===== config.mk =====
export PLATFORM = sky130hd
export DESIGN_NAME = eprom_boot_and_bus_grant
export DESIGN_NICKNAME = d
export VERILOG_FILES = /design/src/boot_bus_pkg.sv /design/src/bit_sync.sv /design/src/eprom_boot_and_bus_grant.sv
export SDC_FILE = /design/constraint.sdc
export NUM_CORES = 1
export LEC_CHECK = 0
export ABC_CLOCK_PERIOD_IN_PS = 3600
export BUFFER_PORTS_ARGS = -buffer_cell sky130_fd_sc_hd__buf_4
export CELL_PAD_IN_SITES_DETAIL_PLACEMENT = 1
export CELL_PAD_IN_SITES_GLOBAL_PLACEMENT = 1
export CORE_MARGIN = 2
export CORE_UTILIZATION = 25
export CTS_BUF_LIST = sky130_fd_sc_hd__clkbuf_2 sky130_fd_sc_hd__clkbuf_4 sky130_fd_sc_hd__clkbuf_8
export DETAILED_ROUTE_END_ITERATION = 12
export PLACE_DENSITY = 0.61
export SETUP_SLACK_MARGIN = 0.15
export SYNTH_ARGS = -nofsm -noshare
export SYNTH_HDL_FRONTEND = slang
export SYNTH_SLANG_ARGS = --single-unit

===== constraint.sdc =====
create_clock -name clk -period 3.6 [get_ports clk]
set_input_delay 0.18 -clock clk [delete_from_list [all_inputs] [get_ports clk]]
set_output_delay 0.18 -clock clk [all_outputs]
set_load 0.01 [all_outputs]

===== src/boot_bus_pkg.sv =====
package boot_bus_pkg;

  // ----------------------------------------------------------------
  // register map
  // ----------------------------------------------------------------
  localparam int AXI_ADDR_W = 8;
  localparam logic [7:0] OFFS_CTRL = 8'h00;
  localparam logic [7:0] OFFS_STATUS = 8'h04;
  localparam int CTRL_PAGE_LSB = 0;
  localparam int CTRL_WAIT_LSB = 3;
  localparam int CTRL_FORCE_BIT = 6;
  localparam int STAT_BOOTING_BIT = 0;
  localparam int STAT_GRANTED_BIT = 1;
  localparam int STAT_RELOC_BIT = 2;
  localparam int STAT_ILLEGAL_BIT = 3;
  localparam int STAT_WORD_LSB = 16;
  localparam logic [2:0] BOOT_PAGE_RESET = 3'h0;
  localparam logic [2:0] BOOT_WAIT_RESET = 3'h7;
  localparam logic [1:0] RESP_OKAY = 2'h0;
  localparam logic [1:0] RESP_SLVERR = 2'h2;

  // ----------------------------------------------------------------
  // boot timing and memory map
  // ----------------------------------------------------------------
  localparam logic [3:0] ACCESS_EXTRA = 4'h3;
  localparam logic [1:0] STRAP_SETTLE = 2'h3;
  localparam logic [1:0] LAST_BYTE_SEL = 2'h2;
  localparam logic [2:0] LEN_WORD_FILL = 3'h7;
  localparam logic [23:0] BOOT_HI_OE = 24'hc00000;
  localparam logic [13:0] PRAM_BASE_LOW = 14'h0000;
  localparam logic [13:0] PRAM_BASE_HIGH = 14'h3800;
  localparam logic [13:0] RESET_VECTOR = 14'h0000;
  localparam int SYNC_W = 27;
  localparam logic [26:0] SYNC_RESET = 27'h4000000;

  typedef enum logic [3:0] {
    B_IDLE = 4'b0001,
    B_GAP = 4'b0010,
    B_ACCESS = 4'b0100,
    B_WRITE = 4'b1000
  } boot_state_type;

  typedef struct packed {
    logic [13:0] addr;
    logic [23:0] data;
    logic [23:0] dataOe;
    logic progSel;
    logic dataSel;
    logic rd;
    logic wr;
  } core_bus_type;

  typedef struct packed {
    logic [13:0] addr;
    logic [23:0] data;
    logic bootSel_n;
    logic progSel_n;
    logic dataSel_n;
    logic rd_n;
    logic wr_n;
  } ext_bus_type;

endpackage : boot_bus_pkg


===== src/bit_sync.sv =====
`timescale 1ns/1ps
module bit_sync #(
  parameter int WIDTH = 1,
  parameter logic [WIDTH-1:0] RESET_VAL = '0
) (
  input wire logic clk,
  input wire logic rst_n,
  input wire logic [WIDTH-1:0] din,
  output logic [WIDTH-1:0] dout
);
  // first stage is read by the second stage only
  logic [WIDTH-1:0] meta;

  always_ff @(posedge clk or negedge rst_n) begin
    if (!rst_n) begin
      meta <= RESET_VAL;
      dout <= RESET_VAL;
    end else begin
      meta <= din;
      dout <= meta;
    end
  end
endmodule : bit_sync


===== src/eprom_boot_and_bus_grant.sv =====
// What this block does
// - page length gives (words/8)-1, zero means eight
// - eight 8k pages, byte0 length, gaps, triplets
// - length byte first, then load top downward
// - both straps low select byte-wide boot
// - strap boot after reset always uses page zero
// - write page, set force bit, boot starts
// - wait field 0..7, resets to seven
// - boot access times like external, boot strobe
// - 16-bit address: A13..A0 plus D23,D22
// - boot byte sampled from D15..D8
// - map strap high with boot strap low relocates RAM, start 0x0000
// - idle request granted next cycle, bus floats
// - go mode runs internally until external access
// - grant keeps core state, serial ports run
// - busy access finishes first, then grant
// - request removal drops grant same cycle
// - grant also works in reset and boot
// - boot byte completes before grant
// - hang flags blocked core while granted
`timescale 1ns/1ps
module eprom_boot_and_bus_grant (
  input wire logic clk,
  input wire logic rst_n,
  input wire logic [7:0] s_axi_awaddr,
  input wire logic s_axi_awvalid,
  output logic s_axi_awready,
  input wire logic [31:0] s_axi_wdata,
  input wire logic [3:0] s_axi_wstrb,
  input wire logic s_axi_wvalid,
  output logic s_axi_wready,
  output logic [1:0] s_axi_bresp,
  output logic s_axi_bvalid,
  input wire logic s_axi_bready,
  input wire logic [7:0] s_axi_araddr,
  input wire logic s_axi_arvalid,
  output logic s_axi_arready,
  output logic [31:0] s_axi_rdata,
  output logic [1:0] s_axi_rresp,
  output logic s_axi_rvalid,
  input wire logic s_axi_rready,
  input wire logic memoryMapSelect,
  input wire logic bootModeSelect,
  input wire logic busRequest_n,
  input wire logic [23:0] extDataIn,
  input wire logic coreReset,
  input wire logic goModeEnable,
  input wire logic extAccessReq,
  input wire logic extAccessBusy,
  input wire boot_bus_pkg::core_bus_type coreBus,
  output boot_bus_pkg::ext_bus_type extBus,
  output logic [23:0] extDataOe,
  output logic busDriveOe,
  output logic busGrant_n,
  output logic busGrantHang_n,
  output logic coreHalt,
  output logic extAccessAllow,
  output logic pramWrite,
  output logic [10:0] pramAddr,
  output logic [23:0] pramData,
  output logic pramRelocated,
  output logic [13:0] pramBase,
  output logic [13:0] resetVector,
  output logic booting
);

  // ----------------------------------------------------------------
  // byte address of a boot byte within the 64k boot space
  // ----------------------------------------------------------------
  function automatic logic [15:0] bootAddr(input logic [2:0] page, input logic lenByte,
                                           input logic [10:0] word, input logic [1:0] sel);
    logic [15:0] base;
    base = {page, 13'h0000};
    if (lenByte) begin
      bootAddr = base;
    end else begin
      bootAddr = base + {3'h0, word, 2'h0} + {14'h0, sel} + 16'h0001;
    end
  endfunction : bootAddr

  // ----------------------------------------------------------------
  // pin synchronisers
  // ----------------------------------------------------------------
  logic [26:0] syncOut;

  bit_sync #(
    .WIDTH(boot_bus_pkg::SYNC_W),
    .RESET_VAL(boot_bus_pkg::SYNC_RESET)
  ) u_sync (
    .clk(clk),
    .rst_n(rst_n),
    .din({busRequest_n, memoryMapSelect, bootModeSelect, extDataIn}),
    .dout(syncOut)
  );

  wire reqActive = ~syncOut[26];
  wire strapMap = syncOut[25];
  wire strapBoot = syncOut[24];
  wire [7:0] bootByte = syncOut[15:8];

  // ----------------------------------------------------------------
  // strap capture after reset release
  // ----------------------------------------------------------------
  logic [1:0] settleCnt;
  logic strapsTaken;
  logic mapStrap;
  logic bootStrap;

  wire settled = settleCnt == boot_bus_pkg::STRAP_SETTLE;
  wire strapStart = ~strapsTaken & settled & ~strapMap & ~strapBoot;
  // illegal straps are only flagged, the board must never build them
  wire strapIllegal = bootStrap & ~mapStrap;

  always_ff @(posedge clk or negedge rst_n) begin
    if (!rst_n) begin
      settleCnt <= 2'h0;
      strapsTaken <= 1'b0;
      mapStrap <= 1'b0;
      bootStrap <= 1'b0;
    end else if (!strapsTaken) begin
      settleCnt <= settled ? settleCnt : settleCnt + 2'h1;
      strapsTaken <= settled;
      mapStrap <= strapMap;
      bootStrap <= strapBoot;
    end
  end

  assign pramRelocated = mapStrap & ~bootStrap;
  assign pramBase = pramRelocated ? boot_bus_pkg::PRAM_BASE_HIGH : boot_bus_pkg::PRAM_BASE_LOW;
  assign resetVector = boot_bus_pkg::RESET_VECTOR;

  // ----------------------------------------------------------------
  // AXI4-Lite slave
  // ----------------------------------------------------------------
  logic [2:0] bootPage;
  logic [2:0] bootWait;
  logic forceReq;
  logic grantReg;
  logic busGranted;
  boot_bus_pkg::boot_state_type bootState;
  logic [10:0] wordIdx;

  wire wrFire = s_axi_awvalid & s_axi_wvalid & ~s_axi_bvalid;
  wire wrCtrl = wrFire & (s_axi_awaddr == boot_bus_pkg::OFFS_CTRL);
  wire wrKnown = wrCtrl | (s_axi_awaddr == boot_bus_pkg::OFFS_STATUS);
  wire wrLow = wrCtrl & s_axi_wstrb[0];
  wire rdFire = s_axi_arvalid & ~s_axi_rvalid;
  wire rdCtrl = s_axi_araddr == boot_bus_pkg::OFFS_CTRL;
  wire rdStatus = s_axi_araddr == boot_bus_pkg::OFFS_STATUS;
  wire [31:0] ctrlWord = {26'h0, bootWait, bootPage};
  wire [31:0] statusWord = {5'h0, wordIdx, 12'h0, strapIllegal, pramRelocated, busGranted, booting};
  wire [31:0] readWord = rdCtrl ? ctrlWord : (rdStatus ? statusWord : 32'h0);

  assign s_axi_awready = wrFire;
  assign s_axi_wready = wrFire;
  assign s_axi_arready = ~s_axi_rvalid;

  always_ff @(posedge clk or negedge rst_n) begin
    if (!rst_n) begin
      bootPage <= boot_bus_pkg::BOOT_PAGE_RESET;
      bootWait <= boot_bus_pkg::BOOT_WAIT_RESET;
      forceReq <= 1'b0;
    end else begin
      if (wrLow) begin
        bootPage <= s_axi_wdata[boot_bus_pkg::CTRL_PAGE_LSB +: 3];
        bootWait <= s_axi_wdata[boot_bus_pkg::CTRL_WAIT_LSB +: 3];
      end
      forceReq <= wrLow & s_axi_wdata[boot_bus_pkg::CTRL_FORCE_BIT];
    end
  end

  always_ff @(posedge clk or negedge rst_n) begin
    if (!rst_n) begin
      s_axi_bvalid <= 1'b0;
      s_axi_bresp <= boot_bus_pkg::RESP_OKAY;
      s_axi_rvalid <= 1'b0;
      s_axi_rresp <= boot_bus_pkg::RESP_OKAY;
      s_axi_rdata <= 32'h0;
    end else begin
      if (wrFire) begin
        s_axi_bvalid <= 1'b1;
        s_axi_bresp <= wrKnown ? boot_bus_pkg::RESP_OKAY : boot_bus_pkg::RESP_SLVERR;
      end else if (s_axi_bready) begin
        s_axi_bvalid <= 1'b0;
      end
      if (rdFire) begin
        s_axi_rvalid <= 1'b1;
        s_axi_rdata <= readWord;
        s_axi_rresp <= (rdCtrl | rdStatus) ? boot_bus_pkg::RESP_OKAY : boot_bus_pkg::RESP_SLVERR;
      end else if (s_axi_rready) begin
        s_axi_rvalid <= 1'b0;
      end
    end
  end

  // ----------------------------------------------------------------
  // boot sequencer
  // ----------------------------------------------------------------
  logic [2:0] curPage;
  logic lenPhase;
  logic [1:0] byteSel;
  logic [3:0] accCnt;
  logic [23:0] wordBuf;

  wire inIdle = bootState == boot_bus_pkg::B_IDLE;
  wire inGap = bootState == boot_bus_pkg::B_GAP;
  wire inAccess = bootState == boot_bus_pkg::B_ACCESS;
  wire inWrite = bootState == boot_bus_pkg::B_WRITE;
  wire startBoot = strapStart | (forceReq & inIdle);
  wire [2:0] startPage = strapStart ? boot_bus_pkg::BOOT_PAGE_RESET : bootPage;
  // a new byte never starts while a request is pending or granted
  wire canStart = ~reqActive & ~grantReg;
  wire byteDone = accCnt == 4'h0;
  wire [15:0] byteAddr = bootAddr(curPage, lenPhase, wordIdx, byteSel);

  always_ff @(posedge clk or negedge rst_n) begin
    if (!rst_n) begin
      bootState <= boot_bus_pkg::B_IDLE;
      curPage <= boot_bus_pkg::BOOT_PAGE_RESET;
      lenPhase <= 1'b0;
      wordIdx <= 11'h0;
      byteSel <= 2'h0;
      accCnt <= 4'h0;
      wordBuf <= 24'h0;
    end else begin
      unique case (bootState)
        boot_bus_pkg::B_IDLE: begin
          if (startBoot) begin
            curPage <= startPage;
            lenPhase <= 1'b1;
            bootState <= boot_bus_pkg::B_GAP;
          end
        end
        boot_bus_pkg::B_GAP: begin
          if (canStart) begin
            accCnt <= {1'b0, bootWait} + boot_bus_pkg::ACCESS_EXTRA;
            bootState <= boot_bus_pkg::B_ACCESS;
          end
        end
        boot_bus_pkg::B_ACCESS: begin
          if (!byteDone) begin
            accCnt <= accCnt - 4'h1;
          end else if (lenPhase) begin
            lenPhase <= 1'b0;
            wordIdx <= {bootByte, boot_bus_pkg::LEN_WORD_FILL};
            byteSel <= boot_bus_pkg::LAST_BYTE_SEL;
            bootState <= boot_bus_pkg::B_GAP;
          end else begin
            // bytes come highest address first, so the lowest lands on top
            wordBuf <= {bootByte, wordBuf[23:8]};
            byteSel <= byteSel - 2'h1;
            bootState <= (byteSel == 2'h0) ? boot_bus_pkg::B_WRITE : boot_bus_pkg::B_GAP;
          end
        end
        boot_bus_pkg::B_WRITE: begin
          wordIdx <= wordIdx - 11'h1;
          byteSel <= boot_bus_pkg::LAST_BYTE_SEL;
          bootState <= (wordIdx == 11'h0) ? boot_bus_pkg::B_IDLE : boot_bus_pkg::B_GAP;
        end
      endcase
    end
  end

  assign booting = ~inIdle;
  assign pramWrite = inWrite;
  assign pramAddr = wordIdx;
  assign pramData = wordBuf;

  // ----------------------------------------------------------------
  // bus request and grant
  // ----------------------------------------------------------------
  wire accessBusy = extAccessBusy | inAccess;
  wire next_grant = reqActive & (grantReg | ~accessBusy);

  always_ff @(posedge clk or negedge rst_n) begin
    if (!rst_n) begin
      grantReg <= 1'b0;
    end else begin
      grantReg <= next_grant;
    end
  end

  // grant falls combinationally with the synchronised request
  assign busGranted = reqActive & (grantReg | coreReset);
  assign busGrant_n = ~busGranted;
  assign busDriveOe = ~busGranted;
  // only a stall signal; core state and serial ports are untouched
  assign coreHalt = busGranted & (~goModeEnable | extAccessReq | booting);
  assign busGrantHang_n = ~(busGranted & (extAccessReq | booting));
  // second half of a split instruction waits for the request to go
  assign extAccessAllow = ~reqActive & ~grantReg & inIdle;

  // ----------------------------------------------------------------
  // external pin drivers
  // ----------------------------------------------------------------
  logic [23:0] dataOeReg;

  always_ff @(posedge clk or negedge rst_n) begin
    if (!rst_n) begin
      extBus <= '{addr: 14'h0, data: 24'h0, bootSel_n: 1'b1, progSel_n: 1'b1,
                  dataSel_n: 1'b1, rd_n: 1'b1, wr_n: 1'b1};
      dataOeReg <= 24'h0;
    end else if (inAccess) begin
      extBus <= '{addr: byteAddr[13:0], data: {byteAddr[15:14], 22'h0}, bootSel_n: 1'b0,
                  progSel_n: 1'b1, dataSel_n: 1'b1, rd_n: 1'b0, wr_n: 1'b1};
      dataOeReg <= boot_bus_pkg::BOOT_HI_OE;
    end else begin
      extBus <= '{addr: coreBus.addr, data: coreBus.data, bootSel_n: 1'b1, progSel_n: ~coreBus.progSel,
                  dataSel_n: ~coreBus.dataSel, rd_n: ~coreBus.rd, wr_n: ~coreBus.wr};
      dataOeReg <= coreBus.dataOe;
    end
  end

  assign extDataOe = dataOeReg & {24{busDriveOe}};
endmodule : eprom_boot_and_bus_grant


==> run metrics <==
Mapped Cells 624; Worst R2R Setup Slack 1070 ps; slowest cell on the critical path nor4b_1; critical path buffer and inverter count 2; outcome finished, final reports clean; largest area contributor in the netlist dfrtp_1; core area 28,800 um^2; largest cells by area after synthesis dfrtp_1, and2_1, buf_4; DIE AREA 30,600 um^2; total routed wirelength 21,300 um; post-route setup TNS 0 ps; Worst IR Drop VDD 0.194 mV; CTS Buf Count 17; number of synthesized flops with an enable pin 0; Non-Filler Instances 1,349; initial antenna violation count 0; most common cell in the netlist dfrtp_1; hold path depth 3; WL per Instance 15.8 um; clock skew 13.2 ps; post-synthesis sequential area ratio 0.590; # DRC 0; ys async rst share 1.00; post-DR vias/cell 4.25; synth cell count leaders dfrtp_1, and2_1, buf_4, nand2_1, o21ai_0; GP Congestion 0.779; Die Y 175 um; CP Cell Sequence nor4b_1 > inv_1 > o21bai_1 > o21ai_0 > buf_4; DP Wirelength 14,600 um; Yosys cell types 63; Max Cap Viol 0; Power Dens Cells 515 nW/um^2; TritonCTS Sinks 172; post-placement cell count 1,227; IO Pins 335; CP Launch Type flop; placed cell area 9390 um^2; Slew Limit Fails 0; area grow syn2layout 46.4%; fmax 359 MHz; Detail Route Antenna Nets 0; top-area cell type share of the netlist area 0.551; largest net degree at the start of global routing 87; Crit path required time 3420 ps; Tmin final 2780 ps; CTS tree yes; fin area 10,700 um^2; clock-pin transition on the worst setup and hold timing paths 90 ps; # resized after CTS 0; total number of vias 5,730; Post-Place Worst Slack 1020 ps; critical path type flop to output pin; Tot Pwr 5.51 mW; Reg2Reg Depth 5; Tightest Pin Transition 1000 ps; Die Wd 175 um; row count 62; RSZ-0062 raised after global routing false; Synth Register Bits 172; crit path capture type output pin; cell area after synthesis 7320 um^2; Avg Inst Size Synth 11.7 um^2; slowest cell delay on critical path 700 ps; Final Cycle Share 0.773; Max clock buf depth 2; Port Buf Inserts 248; leakage 5.16 nW; final net count 1,116; share of layout cells above drive strength 1 0.335; top_reg_cell synth dfrtp_1; CTS root buf clkbuf_8; Global Route Usage Sum 0.141; Final Hold Viols 0; DRT iter0 DRCs 205; first-pass GRT wire length 34,100 um; HP Class input port to flop; Final WS setup 816 ps; Starting Density 0.254; max_slew headroom 0.332; Pre-antenna DRT Iters 6; CTS HTree Levels 4; Synth Warn # 0; CP max FO 6; vias in the first global route 6,006; critical path's top delay family simple AND/OR/NAND/NOR gates; GRT overflow 0; CP Depth 5; diode count 0; worst-skew pair later-pin latency 450 ps; total setup buffers inserted after CTS 0; crit path DAT 2600 ps; final setup fails 0
==> metal layers <==
metal | part of all wire | routed length, um | GRT usage | vias to the layer above
met5 | 0 | 0 | 0 | -
met4 | 0.013 | 267 | 0.0389 | 0
met3 | 0.059 | 1250 | 0.0379 | 16
met2 | 0.51 | 10900 | 0.239 | 179
met1 | 0.42 | 8860 | 0.178 | 2833
li1 | - | - | - | 2702
==> worst paths after layout <==
kind                                  end           start
setup / recovery                 coreHalt    bootState[0]
hold / removal               s_axi_bvalid    s_axi_wvalid
setup reg to reg              pramAddr[5]    bootState[1]
hold reg to reg            u_sync.dout[8]  u_sync.meta[8]
max in group asynchronous       extBus[0]           rst_n
min in group asynchronous     pramData[1]           rst_n
==> cell type report <==
type	instances	area, um^2
clock inverter	10	143
tap	384	480
clock buffer	22	278
timing repair buffer	345	2830
fill	3199	18100
multi-input combinational	396	2580
inverter	20	76.3
sequential	172	4320
==> flip-flops by register name, summed over array words and instances (netlist names), 2 cells and up <==
register,flops
bootPage,3
u_sync.meta,11
bootState,4
dataOeReg,24
byteSel,2
bootWait,3
settleCnt,2
pramAddr,11
accCnt,4
extBus,43
pramData,24
u_sync.dout,11
s_axi_rdata,17
curPage,3
==> worst register-to-register path, delay by kind of cell (launching register included) <==
family	cells	cell delay (ps)
compound gates	2	620
flops	1	430
simple gates	2	880
buf+inv	1	510
==> layout by cell type, fill, tap and decap left out, types with 8 or more instances in the layout <==
cell | synthesis | layout
mux2_2 | 14 | 14
ha_1 | 8 | 8
xor2_1 | 10 | 10
nor3_1 | 10 | 10
o31ai_1 | 10 | 10
dlygate4sd3_1 | 0 | 90
dfstp_2 | 11 | 11
buf_4 | 50 | 253
nand2_1 | 46 | 46
o21ai_0 | 24 | 24
a22o_1 | 16 | 16
nand3_1 | 12 | 12
and2_1 | 71 | 71
inv_1 | 18 | 18
dfrtp_1 | 161 | 161
conb_1 | 1 | 42
clkbuf_8 | 0 | 19
nor2_1 | 23 | 23
mux2_1 | 19 | 19
==> what timing repair did <==
| action | 4_1_cts | 5_1_grt |
|---|---|---|
| endpoints found under the setup margin | 0 | 0 |
| hold buffers | 90 | 0 |
| hold endpoints to repair | 165 | 0 |
==> cells by family (layout without fill, tap and decap cells) <==
| group | after synthesis | after routing | share of synthesized area |
|---|---|---|---|
| AND/OR/NAND/NOR | 205 | 205 | 0.158 |
| flip-flops | 172 | 172 | 0.590 |
| buffers and inverters | 97 | 397 | 0.0785 |
| AO/OA/AOI/OAI | 91 | 91 | 0.0871 |
| multiplexers | 36 | 36 | 0.0549 |
| XOR/XNOR | 14 | 14 | 0.0168 |
| adder cells (fa/ha/maj) | 8 | 8 | 0.0137 |
| other | 1 | 42 | 0.000513 |
==> where the power goes <==
part	total [mW]	leakage (nW)	switching, mW	internal (mW)
sequential	2.52	2.12	0.309	2.22
combinational	1.53	2.83	0.799	0.735
clock	1.45	0.203	0.715	0.738
==> stage by stage <==
step           utilization  hold WS [ps]
2_1_floorplan            -          -116
3_3_place_gp         0.326           289
3_5_place_dp         0.326           288
4_1_cts              0.372          41.3
5_1_grt              0.372          44.3
6_report             0.372          58.1
Note: power is estimated with default switching activity, not from simulation.
